===== src/include/nfbi_regs.vh =====
`ifndef NFBI_REGS_VH
`define NFBI_REGS_VH

// ----------------------------------------
// command codes
// ----------------------------------------
`define NFBI_CMD_READ_ARRAY 8'hff
`define NFBI_CMD_READ_STATUS 8'h70
`define NFBI_CMD_READ_ID 8'h90
`define NFBI_CMD_WORD_PGM 8'h40
`define NFBI_CMD_BUF_PGM 8'he8
`define NFBI_CMD_FACT_PGM 8'h80
`define NFBI_CMD_BLK_ERASE 8'h20

// ----------------------------------------
// read modes
// ----------------------------------------
`define NFBI_MODE_ARRAY 2'h0
`define NFBI_MODE_STATUS 2'h1
`define NFBI_MODE_ID 2'h2

// ----------------------------------------
// status, configuration and identifier layout
// ----------------------------------------
`define NFBI_SR_RESET 8'h80
`define NFBI_SR_READY_BIT 7
`define NFBI_CFG_WAIT_POL_BIT 10
`define NFBI_ID_MFR_OFS 8'h00
`define NFBI_ID_DEV_OFS 8'h01
`define NFBI_ID_CFG_OFS 8'h05

// ----------------------------------------
// timing counts
// ----------------------------------------
`define NFBI_SYNC_LAT 4'h4

`endif


===== src/verilog/nfbi_top.v =====
`timescale 1ns/1ns
`include "nfbi_regs.vh"

// Overview of operation
// - upper address bits pick the block
// - address latch transparent while address valid low
// - read drives selected data onto sixteen lines
// - sync read captures address at first edge
// - wait marks invalid sync data, polarity configurable
// - wait deasserted in async reads and writes
// - write latches at first rising strobe edge
// - output enable high floats data and wait
// - deselect floats outputs regardless of output enable
// - deselect does not stop running operation
// - reset exit gives array mode, status 0x80
// - reset floats outputs, ignores controls, stops work
// - reset during program or erase aborts it
// - commands enter through unmapped command port
// - 0xff selects array read mode
// - 0x70 selects status read on low byte
// - program or erase commands select status mode
// - 0x90 selects identifier read mode
module nfbi_top #(
    parameter ADDR_W = 26,
    parameter BLK_W = 9,
    parameter [3:0] SYNC_LAT = `NFBI_SYNC_LAT,
    parameter [15:0] MFR_CODE = 16'h00a5, // arbitrary value
    parameter [15:0] DEV_CODE = 16'h005a // arbitrary value
) (
    input wire CLK_I,
    input wire RESET_N_I,
    input wire FCLK_I,
    input wire ADDR_VALID_N_I,
    input wire CE_N_I,
    input wire OE_N_I,
    input wire WE_N_I,
    input wire [ADDR_W-1:0] ADDR_I,
    input wire [15:0] DQ_I,
    input wire [15:0] READ_CFG_I,
    input wire [15:0] ARRAY_DATA_I,
    input wire OP_BUSY_I,
    input wire [6:0] OP_FLAGS_I,
    output reg [15:0] DQ_O,
    output reg DQ_OE_O,
    output reg WAIT_O,
    output reg WAIT_OE_O,
    output reg [ADDR_W-1:0] ARRAY_ADDR_O,
    output reg ARRAY_RD_O,
    output reg [BLK_W-1:0] BLOCK_O,
    output wire OP_START_O,
    output wire [7:0] OP_CMD_O,
    output wire [ADDR_W-1:0] OP_ADDR_O,
    output wire [15:0] OP_DATA_O,
    output reg OP_ABORT_O
);

    // ----------------------------------------
    // pin samples and edge history
    // ----------------------------------------
    reg addr_valid_n_reg, ce_n_reg, oe_n_reg, we_n_reg, fclk_reg;
    reg addr_valid_prev_reg, fclk_prev_reg, wr_prev_reg;
    reg [ADDR_W-1:0] addr_reg;
    reg [15:0] dq_reg;

    // pins treated as synchronous; reset flops take constants only
    always @(posedge CLK_I or negedge RESET_N_I) begin
        if (!RESET_N_I) begin
            addr_valid_n_reg <= 1'b1;
            ce_n_reg <= 1'b1;
            oe_n_reg <= 1'b1;
            we_n_reg <= 1'b1;
            fclk_reg <= 1'b0;
            addr_valid_prev_reg <= 1'b1;
            fclk_prev_reg <= 1'b0;
            addr_reg <= {ADDR_W{1'b0}};
            dq_reg <= 16'h0000;
        end else begin
            addr_valid_n_reg <= ADDR_VALID_N_I;
            ce_n_reg <= CE_N_I;
            oe_n_reg <= OE_N_I;
            we_n_reg <= WE_N_I;
            fclk_reg <= FCLK_I;
            addr_valid_prev_reg <= addr_valid_n_reg;
            fclk_prev_reg <= fclk_reg;
            addr_reg <= ADDR_I;
            dq_reg <= DQ_I;
        end
    end

    // ----------------------------------------
    // bus operation decode
    // ----------------------------------------
    wire sel = ~ce_n_reg;
    wire rd_act = sel & ~oe_n_reg & we_n_reg;
    wire wr_act = sel & ~we_n_reg & oe_n_reg;
    wire wr_end = wr_prev_reg & ~wr_act;
    wire fclk_rise = fclk_reg & ~fclk_prev_reg;
    wire addr_valid_rise = addr_valid_n_reg & ~addr_valid_prev_reg;
    wire addr_valid_fall = ~addr_valid_n_reg & addr_valid_prev_reg;
    wire wait_pol = READ_CFG_I[`NFBI_CFG_WAIT_POL_BIT];

    // ----------------------------------------
    // address latch and synchronous burst tracking
    // ----------------------------------------
    reg [ADDR_W-1:0] addr_lat_reg;
    reg [ADDR_W-1:0] burst_addr_reg;
    reg sync_cap_reg, burst_reg;
    reg [3:0] lat_cnt_reg;
    reg [15:0] wr_data_reg;
    wire sync_start = fclk_rise & ~addr_valid_n_reg & sel & ~sync_cap_reg;
    wire [ADDR_W-1:0] rd_addr = burst_reg ? burst_addr_reg : addr_lat_reg;
    wire wait_busy = burst_reg & (lat_cnt_reg < SYNC_LAT);

    always @(posedge CLK_I or negedge RESET_N_I) begin
        if (!RESET_N_I) begin
            addr_lat_reg <= {ADDR_W{1'b0}};
            burst_addr_reg <= {ADDR_W{1'b0}};
            sync_cap_reg <= 1'b0;
            burst_reg <= 1'b0;
            lat_cnt_reg <= 4'h0;
            wr_prev_reg <= 1'b0;
            wr_data_reg <= 16'h0000;
        end else begin
            // transparent until a clock edge freezes it
            if (~addr_valid_n_reg & ~sync_cap_reg) begin
                addr_lat_reg <= addr_reg;
            end
            if (~sel | addr_valid_rise) begin
                sync_cap_reg <= 1'b0;
            end else if (sync_start) begin
                sync_cap_reg <= 1'b1;
            end
            if (~sel) begin
                burst_reg <= 1'b0;
                lat_cnt_reg <= 4'h0;
            end else if (sync_start) begin
                // a capture wins over a fall seen in the same cycle
                burst_reg <= 1'b1;
                burst_addr_reg <= addr_reg;
                lat_cnt_reg <= 4'h0;
            end else if (addr_valid_fall) begin
                burst_reg <= 1'b0;
                lat_cnt_reg <= 4'h0;
            end else if (burst_reg & fclk_rise) begin
                if (lat_cnt_reg < SYNC_LAT) begin
                    lat_cnt_reg <= lat_cnt_reg + 4'h1;
                end else begin
                    burst_addr_reg <= burst_addr_reg + {{(ADDR_W-1){1'b0}}, 1'b1};
                end
            end
            // data held from the last cycle before the strobe rises
            wr_prev_reg <= wr_act;
            if (wr_act) begin
                wr_data_reg <= dq_reg;
            end
        end
    end

    // ----------------------------------------
    // command port
    // ----------------------------------------
    wire [1:0] mode;

    nfbi_cmd #(
        .ADDR_W(ADDR_W)
    ) u_cmd (
        .clk_i(CLK_I),
        .reset_n_i(RESET_N_I),
        .wr_stb_i(wr_end),
        .wr_addr_i(addr_lat_reg),
        .wr_data_i(wr_data_reg),
        .mode_o(mode),
        .op_start_o(OP_START_O),
        .op_cmd_o(OP_CMD_O),
        .op_addr_o(OP_ADDR_O),
        .op_data_o(OP_DATA_O)
    );

    // ----------------------------------------
    // status register
    // ----------------------------------------
    reg [7:0] status_reg;

    always @(posedge CLK_I or negedge RESET_N_I) begin
        if (!RESET_N_I) begin
            status_reg <= `NFBI_SR_RESET;
            OP_ABORT_O <= 1'b1;
        end else begin
            status_reg[`NFBI_SR_READY_BIT] <= ~OP_BUSY_I;
            status_reg[6:0] <= OP_FLAGS_I;
            OP_ABORT_O <= 1'b0;
        end
    end

    // ----------------------------------------
    // read data selection
    // ----------------------------------------
    reg [15:0] id_word;
    reg [15:0] dq_next;

    always @* begin
        case (rd_addr[7:0])
            `NFBI_ID_MFR_OFS: id_word = MFR_CODE;
            `NFBI_ID_DEV_OFS: id_word = DEV_CODE;
            `NFBI_ID_CFG_OFS: id_word = READ_CFG_I;
            default: id_word = 16'h0000;
        endcase
        case (mode)
            `NFBI_MODE_ARRAY: dq_next = ARRAY_DATA_I;
            `NFBI_MODE_STATUS: dq_next = {8'h00, status_reg};
            `NFBI_MODE_ID: dq_next = id_word;
            default: dq_next = 16'h0000;
        endcase
    end

    // ----------------------------------------
    // registered pin drivers
    // ----------------------------------------
    always @(posedge CLK_I or negedge RESET_N_I) begin
        if (!RESET_N_I) begin
            DQ_O <= 16'h0000;
            DQ_OE_O <= 1'b0;
            WAIT_O <= 1'b0;
            WAIT_OE_O <= 1'b0;
            ARRAY_ADDR_O <= {ADDR_W{1'b0}};
            ARRAY_RD_O <= 1'b0;
            BLOCK_O <= {BLK_W{1'b0}};
        end else begin
            DQ_O <= rd_act ? dq_next : 16'h0000;
            DQ_OE_O <= rd_act;
            WAIT_OE_O <= sel & ~oe_n_reg;
            // asserted level equals the polarity bit
            if (rd_act & wait_busy) begin
                WAIT_O <= wait_pol;
            end else begin
                WAIT_O <= ~wait_pol;
            end
            ARRAY_ADDR_O <= rd_addr;
            ARRAY_RD_O <= rd_act & (mode == `NFBI_MODE_ARRAY);
            BLOCK_O <= rd_addr[ADDR_W-1 -: BLK_W];
        end
    end

endmodule


===== src/verilog/nfbi_cmd.v =====
`timescale 1ns/1ns
`include "nfbi_regs.vh"

module nfbi_cmd #(
    parameter ADDR_W = 26
) (
    input wire clk_i,
    input wire reset_n_i,
    input wire wr_stb_i,
    input wire [ADDR_W-1:0] wr_addr_i,
    input wire [15:0] wr_data_i,
    output reg [1:0] mode_o,
    output reg op_start_o,
    output reg [7:0] op_cmd_o,
    output reg [ADDR_W-1:0] op_addr_o,
    output reg [15:0] op_data_o
);

    reg setup_reg;
    reg [7:0] setup_code_reg;
    wire [7:0] code = wr_data_i[7:0]; // low byte is the command

    // ----------------------------------------
    // command decode on each latched write
    // ----------------------------------------
    always @(posedge clk_i or negedge reset_n_i) begin
        if (!reset_n_i) begin
            mode_o <= `NFBI_MODE_ARRAY;
            op_start_o <= 1'b0;
            op_cmd_o <= 8'h00;
            op_addr_o <= {ADDR_W{1'b0}};
            op_data_o <= 16'h0000;
            setup_reg <= 1'b0;
            setup_code_reg <= 8'h00;
        end else begin
            op_start_o <= 1'b0;
            if (wr_stb_i) begin
                if (setup_reg) begin
                    // second cycle hands the operation to the engine
                    setup_reg <= 1'b0;
                    op_start_o <= 1'b1;
                    op_cmd_o <= setup_code_reg;
                    op_addr_o <= wr_addr_i;
                    op_data_o <= wr_data_i;
                end else begin
                    case (code)
                        `NFBI_CMD_READ_ARRAY: mode_o <= `NFBI_MODE_ARRAY;
                        `NFBI_CMD_READ_STATUS: mode_o <= `NFBI_MODE_STATUS;
                        `NFBI_CMD_READ_ID: mode_o <= `NFBI_MODE_ID;
                        `NFBI_CMD_WORD_PGM, `NFBI_CMD_BUF_PGM, `NFBI_CMD_FACT_PGM, `NFBI_CMD_BLK_ERASE: begin
                            mode_o <= `NFBI_MODE_STATUS;
                            setup_reg <= 1'b1;
                            setup_code_reg <= code;
                        end
                        default: mode_o <= mode_o;
                    endcase
                end
            end
        end
    end

endmodule


===== config.mk =====
export PLATFORM = sky130hd
export DESIGN_NAME = nfbi_top
export DESIGN_NICKNAME = d
export VERILOG_FILES = /design/src/verilog/nfbi_top.v /design/src/verilog/nfbi_cmd.v
export VERILOG_INCLUDE_DIRS = /design/src /design/src/include
export SDC_FILE = /design/constraint.sdc
export NUM_CORES = 1
export LEC_CHECK = 0
export ABC_AREA = 1
export BUFFER_PORTS_ARGS = -buffer_cell sky130_fd_sc_hd__buf_4
export CAP_MARGIN = 25
export CORE_MARGIN = 2
export CORE_UTILIZATION = 38
export DETAILED_ROUTE_END_ITERATION = 12
export PLACE_DENSITY_LB_ADDON = 0.12
export SLEW_MARGIN = 0
export SYNTH_ARGS = -nofsm -noshare
export SYNTH_HDL_FRONTEND = slang
export SYNTH_HIERARCHICAL = 1
export SYNTH_SLANG_ARGS = --single-unit
export TNS_END_PERCENT = 50

===== constraint.sdc =====
create_clock -name CLK_I -period 2.1 [get_ports CLK_I]
set_input_delay 0.315 -clock CLK_I [delete_from_list [all_inputs] [get_ports CLK_I]]
set_output_delay 0.315 -clock CLK_I [all_outputs]
set_load 0.1 [all_outputs]

==> results of run 1 <==
-- cell families after synthesis --
kind of cell,synth area share
compound gates,0.0405
xor+xnor,0.0152
fa+ha+maj,0.00255
buf+inv,0.0637
flops,0.616
mux,0.00230
other cells,0.000383
simple gates,0.259
-- metal layers --
layer	vias up	global-route usage	share of wire
met5	-	0	0
met4	0	0.0514	0.026
met3	43	0.0266	0.041
met2	173	0.310	0.47
met1	3608	0.267	0.46
li1	3877	-	-
-- stage by stage --
stage / setup slack, ns / cell area [µm²] / util / cells / hold WS, ns
finish: 0.245 / 13200 / 0.524 / 1715 / 0.0525
global route: 0.0599 / 13200 / 0.524 / 1715 / 0.0475
CTS: 0.231 / 13200 / 0.524 / 1715 / 0.0231
detailed placement: 0.236 / 11600 / 0.460 / 1600 / 0.234
global placement: 0.288 / 11600 / 0.460 / 1600 / 0.230
floorplan: 0.222 / 9800 / - / 1100 / 0.0194
-- layout make-up --
type,count,area [µm²],share of cell area
clock buffer,37,783,0.0592
clock inverter,11,160,0.0121
inverter,104,390,0.0295
multi-input combinational,714,3140,0.237
sequential,241,6040,0.456
tap,330,413,0.0312
timing repair buffer,278,2310,0.175
-- power breakdown --
group          total (mW)  internal (mW)  switching (mW)  leakage, nW
Clock                4.94           3.08            1.86        0.463
Sequential           5.68           5.22           0.453         3.05
Combinational        4.30           1.03            3.27         3.37
-- critical path, stage by stage, from the launching register on --
cell and delay (ns):
dfstp_2 0.60, inv_2 0.06, nand2_1 0.07, nor2_2 0.05, nor2_1 0.15, inv_1 0.11
nor3_1 0.27, nand3_4 0.24, nand2_1 0.14, o21ai_2 0.05
-- path summary, 6_finish.rpt --
path	from	endpoint	slack, ns	cells after the start
worst max-delay path	ce_n_reg	u_cmd/setup_code_reg[6]	0.24	9
worst min-delay path	ARRAY_DATA_I[13]	DQ_O[13]	0.05	3
worst max register to register	ce_n_reg	u_cmd/setup_code_reg[6]	0.24	9
worst min register to register	fclk_reg	fclk_prev_reg	0.37	0
max in group asynchronous	RESET_N_I	addr_valid_n_reg	1.12	3
min in group asynchronous	RESET_N_I	u_cmd/op_cmd_o[2]	0.27	2
-- cells in the final DEF (no fill, tap or decap), drive strengths merged --
| master | netlist | layout |
|---|---|---|
| conb | 1 | 1 |
| nor3 | 5 | 5 |
| nand3b | 6 | 6 |
| dlygate4sd3 | 0 | 67 |
| xor2 | 12 | 12 |
| nand3 | 41 | 41 |
| o211ai | 8 | 8 |
| buf | 30 | 211 |
| clkinvlp | 0 | 2 |
| mux2 | 2 | 2 |
| nor2 | 87 | 87 |
| bufinv | 0 | 4 |
| inv | 98 | 98 |
| nand2 | 479 | 479 |
| dfrtp | 234 | 234 |
| a21oi | 4 | 4 |
| o21ai | 61 | 61 |
| dfstp | 7 | 7 |
| clkbuf | 11 | 37 |
| xnor2 | 5 | 5 |
| nand4 | 1 | 1 |
| clkinv | 6 | 11 |
| ha | 2 | 2 |
-- timing repair --
item	4_1_cts	5_1_grt
hold endpoints to repair	97	0
hold buffers	67	0
resized for setup	0	0
buffers inserted	0	0
==> impl_results.md, run 1 <==
* Area delta synth->final at 35.1%
* # fillers at about 2,400
* Largest area contributor in the netlist: dfrtp_1
* Total negative slack at 0 ns
* Synth area leaders: dfrtp_1 60%, nand2_1 18%, inv_1 3.1%
* Ys flop type: dfrtp_1
* PortBufs at 195
* #FFs+latches synth at approximately 240
* Post-DP HPWL at 17,700 µm
* Residual DRC at 0
* Post-layout minimum cycle time at between 1.5 and 2 ns
* Final setup violating endpoints at 0
* RSZ-0062 raised after global routing: false
* Die Span X at around 160 µm
* Height of the die at between 150 and 200 µm
* WP data required at 2.51 ns
* Peak VDD IR at approximately 0.57 mV
* MaxCap Viol Count at 0
* Slew HR at 0.552
* Netlist cell types at 34
* Antenna violations before repair at 0
* Slew Viols, Final at 0
* Vias in the first global route at 7,687
* Worst-path clk slew at 0.06 ns
* Drt pass-1 iters at 7
* Via count at ~7,700
* DIE AREA at roughly 0.027 mm²
* H-tree levels at 1
* Initial drt markers at 510
* Starting density of the core at 0.388
* Residual overflow from global routing at 0
* CORE AREA at approximately 0.025 mm²
* Mapped Nets at 1,191
* Post-route clock period utilization at 0.883
* Post-synthesis sequential area ratio at 0.616
* Worst setup EP type: register
* Post-synthesis area per instance at roughly 8.9 µm²
* Number of enable flip-flop cells after synthesis at 0
* Crit Path Class: register to register
* Clock Latency Late Sink at approximately 0.53 ns
* Final wirelength at 25,400 µm
* Routed wire per std cell at 14.8 µm
* Root Buffer: clkbuf_16
* Top-area cell type share of the netlist area at 0.597
* Worst-margin pin slew at roughly 0.67 ns
* Most frequent cell after synthesis: nand2_1
* Clk sinks at ~240
* Vias per cell at approximately 4.5
* Clock buffer depth at 3
* GP Congestion at about 0.87
* Total Power at ~15 mW
* Final antenna-violating net count at 0
* Arrival @ worst endpoint at around 2.3 ns
* Mapped Area at approximately 0.0098 mm²
* Layout Skew at 0.00955 ns
* PD cells at roughly 1100 mW/mm²
* First-pass GRT wire length at just over 40,000 µm
* Antenna diodes at 0
* Final Net Count at approximately 1,500
* FMAX at ~0.54 GHz
* Ratio of cells with drive above 1 in the final layout at 0.224
* Ys Warns at 6
* List of most frequent post-synthesis cells: 467 x nand2_1, 234 x dfrtp_1, 82 x inv_1
* Run status: finished clean
* Largest net degree at the start of global routing at 64
* Leakage power at between 6 and 7 nW
* GR Util All Layers at 0.190
* Site Rows at 58
* Cells after synthesis at 1,100
* Final hold vios at 0
* Post-synth ARST share at 1.00
* TritonCTS Buffers at 26
* CP Max Fanout at 15
* CTS tree: done
* Crit path launch type: register
* I/O pins at a little under 200
* Worst hold path type: primary input to register
Note: power is estimated with default switching activity, not from simulation.
==> inputs of run 2 (changes only) <==
- REMOVE_ABC_BUFFERS: unset -> 1
==> impl_results.md, run 2 (synthesis results as in run 1) <==
* H-tree levels at 1 (unchanged)
* End point of the critical path: u_cmd/setup_code_reg[3] (was u_cmd/setup_code_reg[6])
* Antenna violations before repair at 0 (unchanged)
* MaxCap Viol Count at 0 (unchanged)
* Total Power at 14.3 mW (was 14.9 mW)
* Via count at 7,692 (was 7,701)
* CP max stage delay at 0.60 ns (about the same)
* Starting density of the core at 0.388 (unchanged)
* Vias per cell at 4.50 (was 4.49)
* Area post-placement at 0.0116 mm² (unchanged)
* Post-CTS sizing at 0 (unchanged)
* TritonCTS Buffers at 27 (was 26)
* Worst hold path type: primary input to register (unchanged)
* WL met3 at 1360 µm (was 1050 µm)
* Vias in the first global route at 7,818 (was 7,687)
* I/O pins at 196 (unchanged)
* Root Buffer: clkbuf_16 (unchanged)
* Initial drt markers at 406 (was 510)
* RSZ-0062 raised after global routing: false (unchanged)
* Site Rows at 58 (unchanged)
* Clock Latency Late Sink at 0.54 ns (was 0.53 ns)
* R2R Path Start: ce_n_reg (unchanged)
* Critical path startpoint: ce_n_reg (unchanged)
* Worst path cell trace: inv_2, nand2_1, nor2_2, nor2_1, inv_1, nor3_1, nand3_4, nand2_1, o21ai_2 (unchanged)
* GP Congestion at 0.858 (was 0.868)
* Final setup violating endpoints at 0 (unchanged)
* R2r setup slk at 0.26 ns (was 0.24 ns)
* Routed wire per std cell at 14.3 µm (was 14.8 µm)
* Antenna diodes at 0 (unchanged)
* R2R depth at 9 (unchanged)
* Die Span X at 165 µm (unchanged)
* Reg area at 0.00604 mm² (unchanged)
* # fillers at 2,428 (was 2,393)
* Worst setup EP type: register (unchanged)
* Clock buffer depth at 3 (unchanged)
* Residual DRC at 0 (unchanged)
* Run status: finished clean (unchanged)
* Max Used Layer: met4 (unchanged)
* PortBufs at 195 (unchanged)
* Met2 WL at 11,900 µm (about the same)
* Commonest non-fill, non-tap cell in the layout: nand2_1 (unchanged)
* DIE AREA at 0.0271 mm² (unchanged)
* Post-DP HPWL at 16,900 µm (was 17,700 µm)
* Area delta synth->final at 33.5% (was 35.1%)
* FMAX at 0.545 GHz (was 0.539 GHz)
* CP most frequent cell: nand2_1 (unchanged)
* Post-layout minimum cycle time at 1.84 ns (was 1.86 ns)
* Clk sinks at 241 (unchanged)
* Peak VDD IR at 0.667 mV (was 0.575 mV)
* Height of the die at 165 µm (unchanged)
* Ratio of cells with drive above 1 in the final layout at 0.217 (was 0.224)
* Crit path launch type: register (unchanged)
* Critical R2R Capture: u_cmd/setup_code_reg[3] (was u_cmd/setup_code_reg[6])
* Worst-path clk slew at 0.06 ns (about the same)
* Final Net Count at 1,455 (was 1,456)
* Post-route clock period utilization at 0.874 (was 0.883)
* PD cells at 1090 mW/mm² (was 1130 mW/mm²)
* Met1 wire length at 10,700 µm (was 11,800 µm)
* Area of the multi-input gates at 0.00314 mm² (unchanged)
* GR Util All Layers at 0.185 (was 0.190)
* Post-route cell area at 0.0131 mm² (was 0.0132 mm²)
* Layout Skew at 0.0225 ns (was 0.00955 ns)
* Residual overflow from global routing at 0 (unchanged)
* Final antenna-violating net count at 0 (unchanged)
* CP Max Fanout at 15 (unchanged)
* Drt pass-1 iters at 5 (was 7)
* WP data required at 2.51 ns (about the same)
* Worst Hold Depth at 3 (unchanged)
* Slew Viols, Final at 0 (unchanged)
* Crit Path Class: register to register (unchanged)
* CORE AREA at 0.0253 mm² (unchanged)
* CTS tree: done (unchanged)
* Total negative slack at 0 ns (unchanged)
* Final wirelength at 24,500 µm (was 25,400 µm)
* Arrival @ worst endpoint at 2.25 ns (was 2.27 ns)
* Most frequent cells in the layout: 466 x nand2_1, 234 x dfrtp_1, 206 x buf_4, 82 x inv_1, 79 x nor2_1 (unchanged)
* Slowest-stage cell, CP: dfstp_2 (unchanged)
* Largest net degree at the start of global routing at 58 (was 64)
* Final hold vios at 0 (unchanged)
* Leakage power at 6.81 nW (was 6.89 nW)
* First-pass GRT wire length at 40,000 µm (was 40,400 µm)
run 2: changes by cell type in the layout (fill, tap and decap cells not counted), moves of 2 or more:
| cell | previous run | this run |
|---|---|---|
| clkbuf_8 | 7 | 3 |
| bufinv_16 | 4 | 1 |
| dlygate4sd3_1 | 67 | 65 |
| clkinvlp_4 | 2 | 0 |
| clkbuf_1 | 3 | 11 |
| clkinv_2 | 5 | 2 |
run 2: metrics by stage:
step	hold slack, ns	utilization	worst slack, ns	cells
floorplan	0.0194	-	-0.738	1059
global placement	0.226	0.460	0.304	1600
detailed placement	0.226	0.460	0.255	1600
CTS	0.00355	0.518	0.245	1710
global route	0.00810	0.518	0.0790	1710
finish	0.0292	0.518	0.265	1710
run 2: final cells by class:
cell class | count | share of cell area
Sequential cell | 241 | 0.462
Multi-Input combinational cell | 714 | 0.240
Timing Repair Buffer | 276 | 0.175
Clock buffer | 41 | 0.0580
Tap cell | 330 | 0.0316
Inverter | 104 | 0.0298
Clock inverter | 4 | 0.00373
run 2: what timing repair did:
item	4_1_cts	5_1_grt
hold endpoints to repair	127	0
hold buffers	65	0
setup buffers	0	0
endpoints found under the setup margin	0	0
run 2: power by group:
group	switching, mW	total, mW	internal, mW	leakage [nW]
Sequential	0.460	5.69	5.22	3.05
Clock	1.79	4.37	2.58	0.394
Combinational	3.21	4.22	1.02	3.37
run 2: worst min path at each step:
stage,from,to,slack (ns)
2_1_floorplan,RESET_N_I,ARRAY_ADDR_O[0],0.02
3_3_place_gp,RESET_N_I,u_cmd/op_data_o[8],0.23
3_5_place_dp,RESET_N_I,u_cmd/op_data_o[8],0.23
4_1_cts,READ_CFG_I[11],DQ_O[11],0.004
5_1_grt,READ_CFG_I[11],DQ_O[11],0.008
6_report,READ_CFG_I[11],DQ_O[11],0.03
run 2: critical path: cells and delay by family (launching register included):
kind	cells	cell delay, ns
flops	1	0.60
compound gates	1	0.05
simple gates	6	0.89
buf+inv	2	0.18
run 2: per-layer routing:
layer / up-vias / track usage
li1: 3879 / -
met1: 3605 / 0.244
met2: 169 / 0.317
met3: 39 / 0.0331
met4: 0 / 0.0482
met5: - / 0
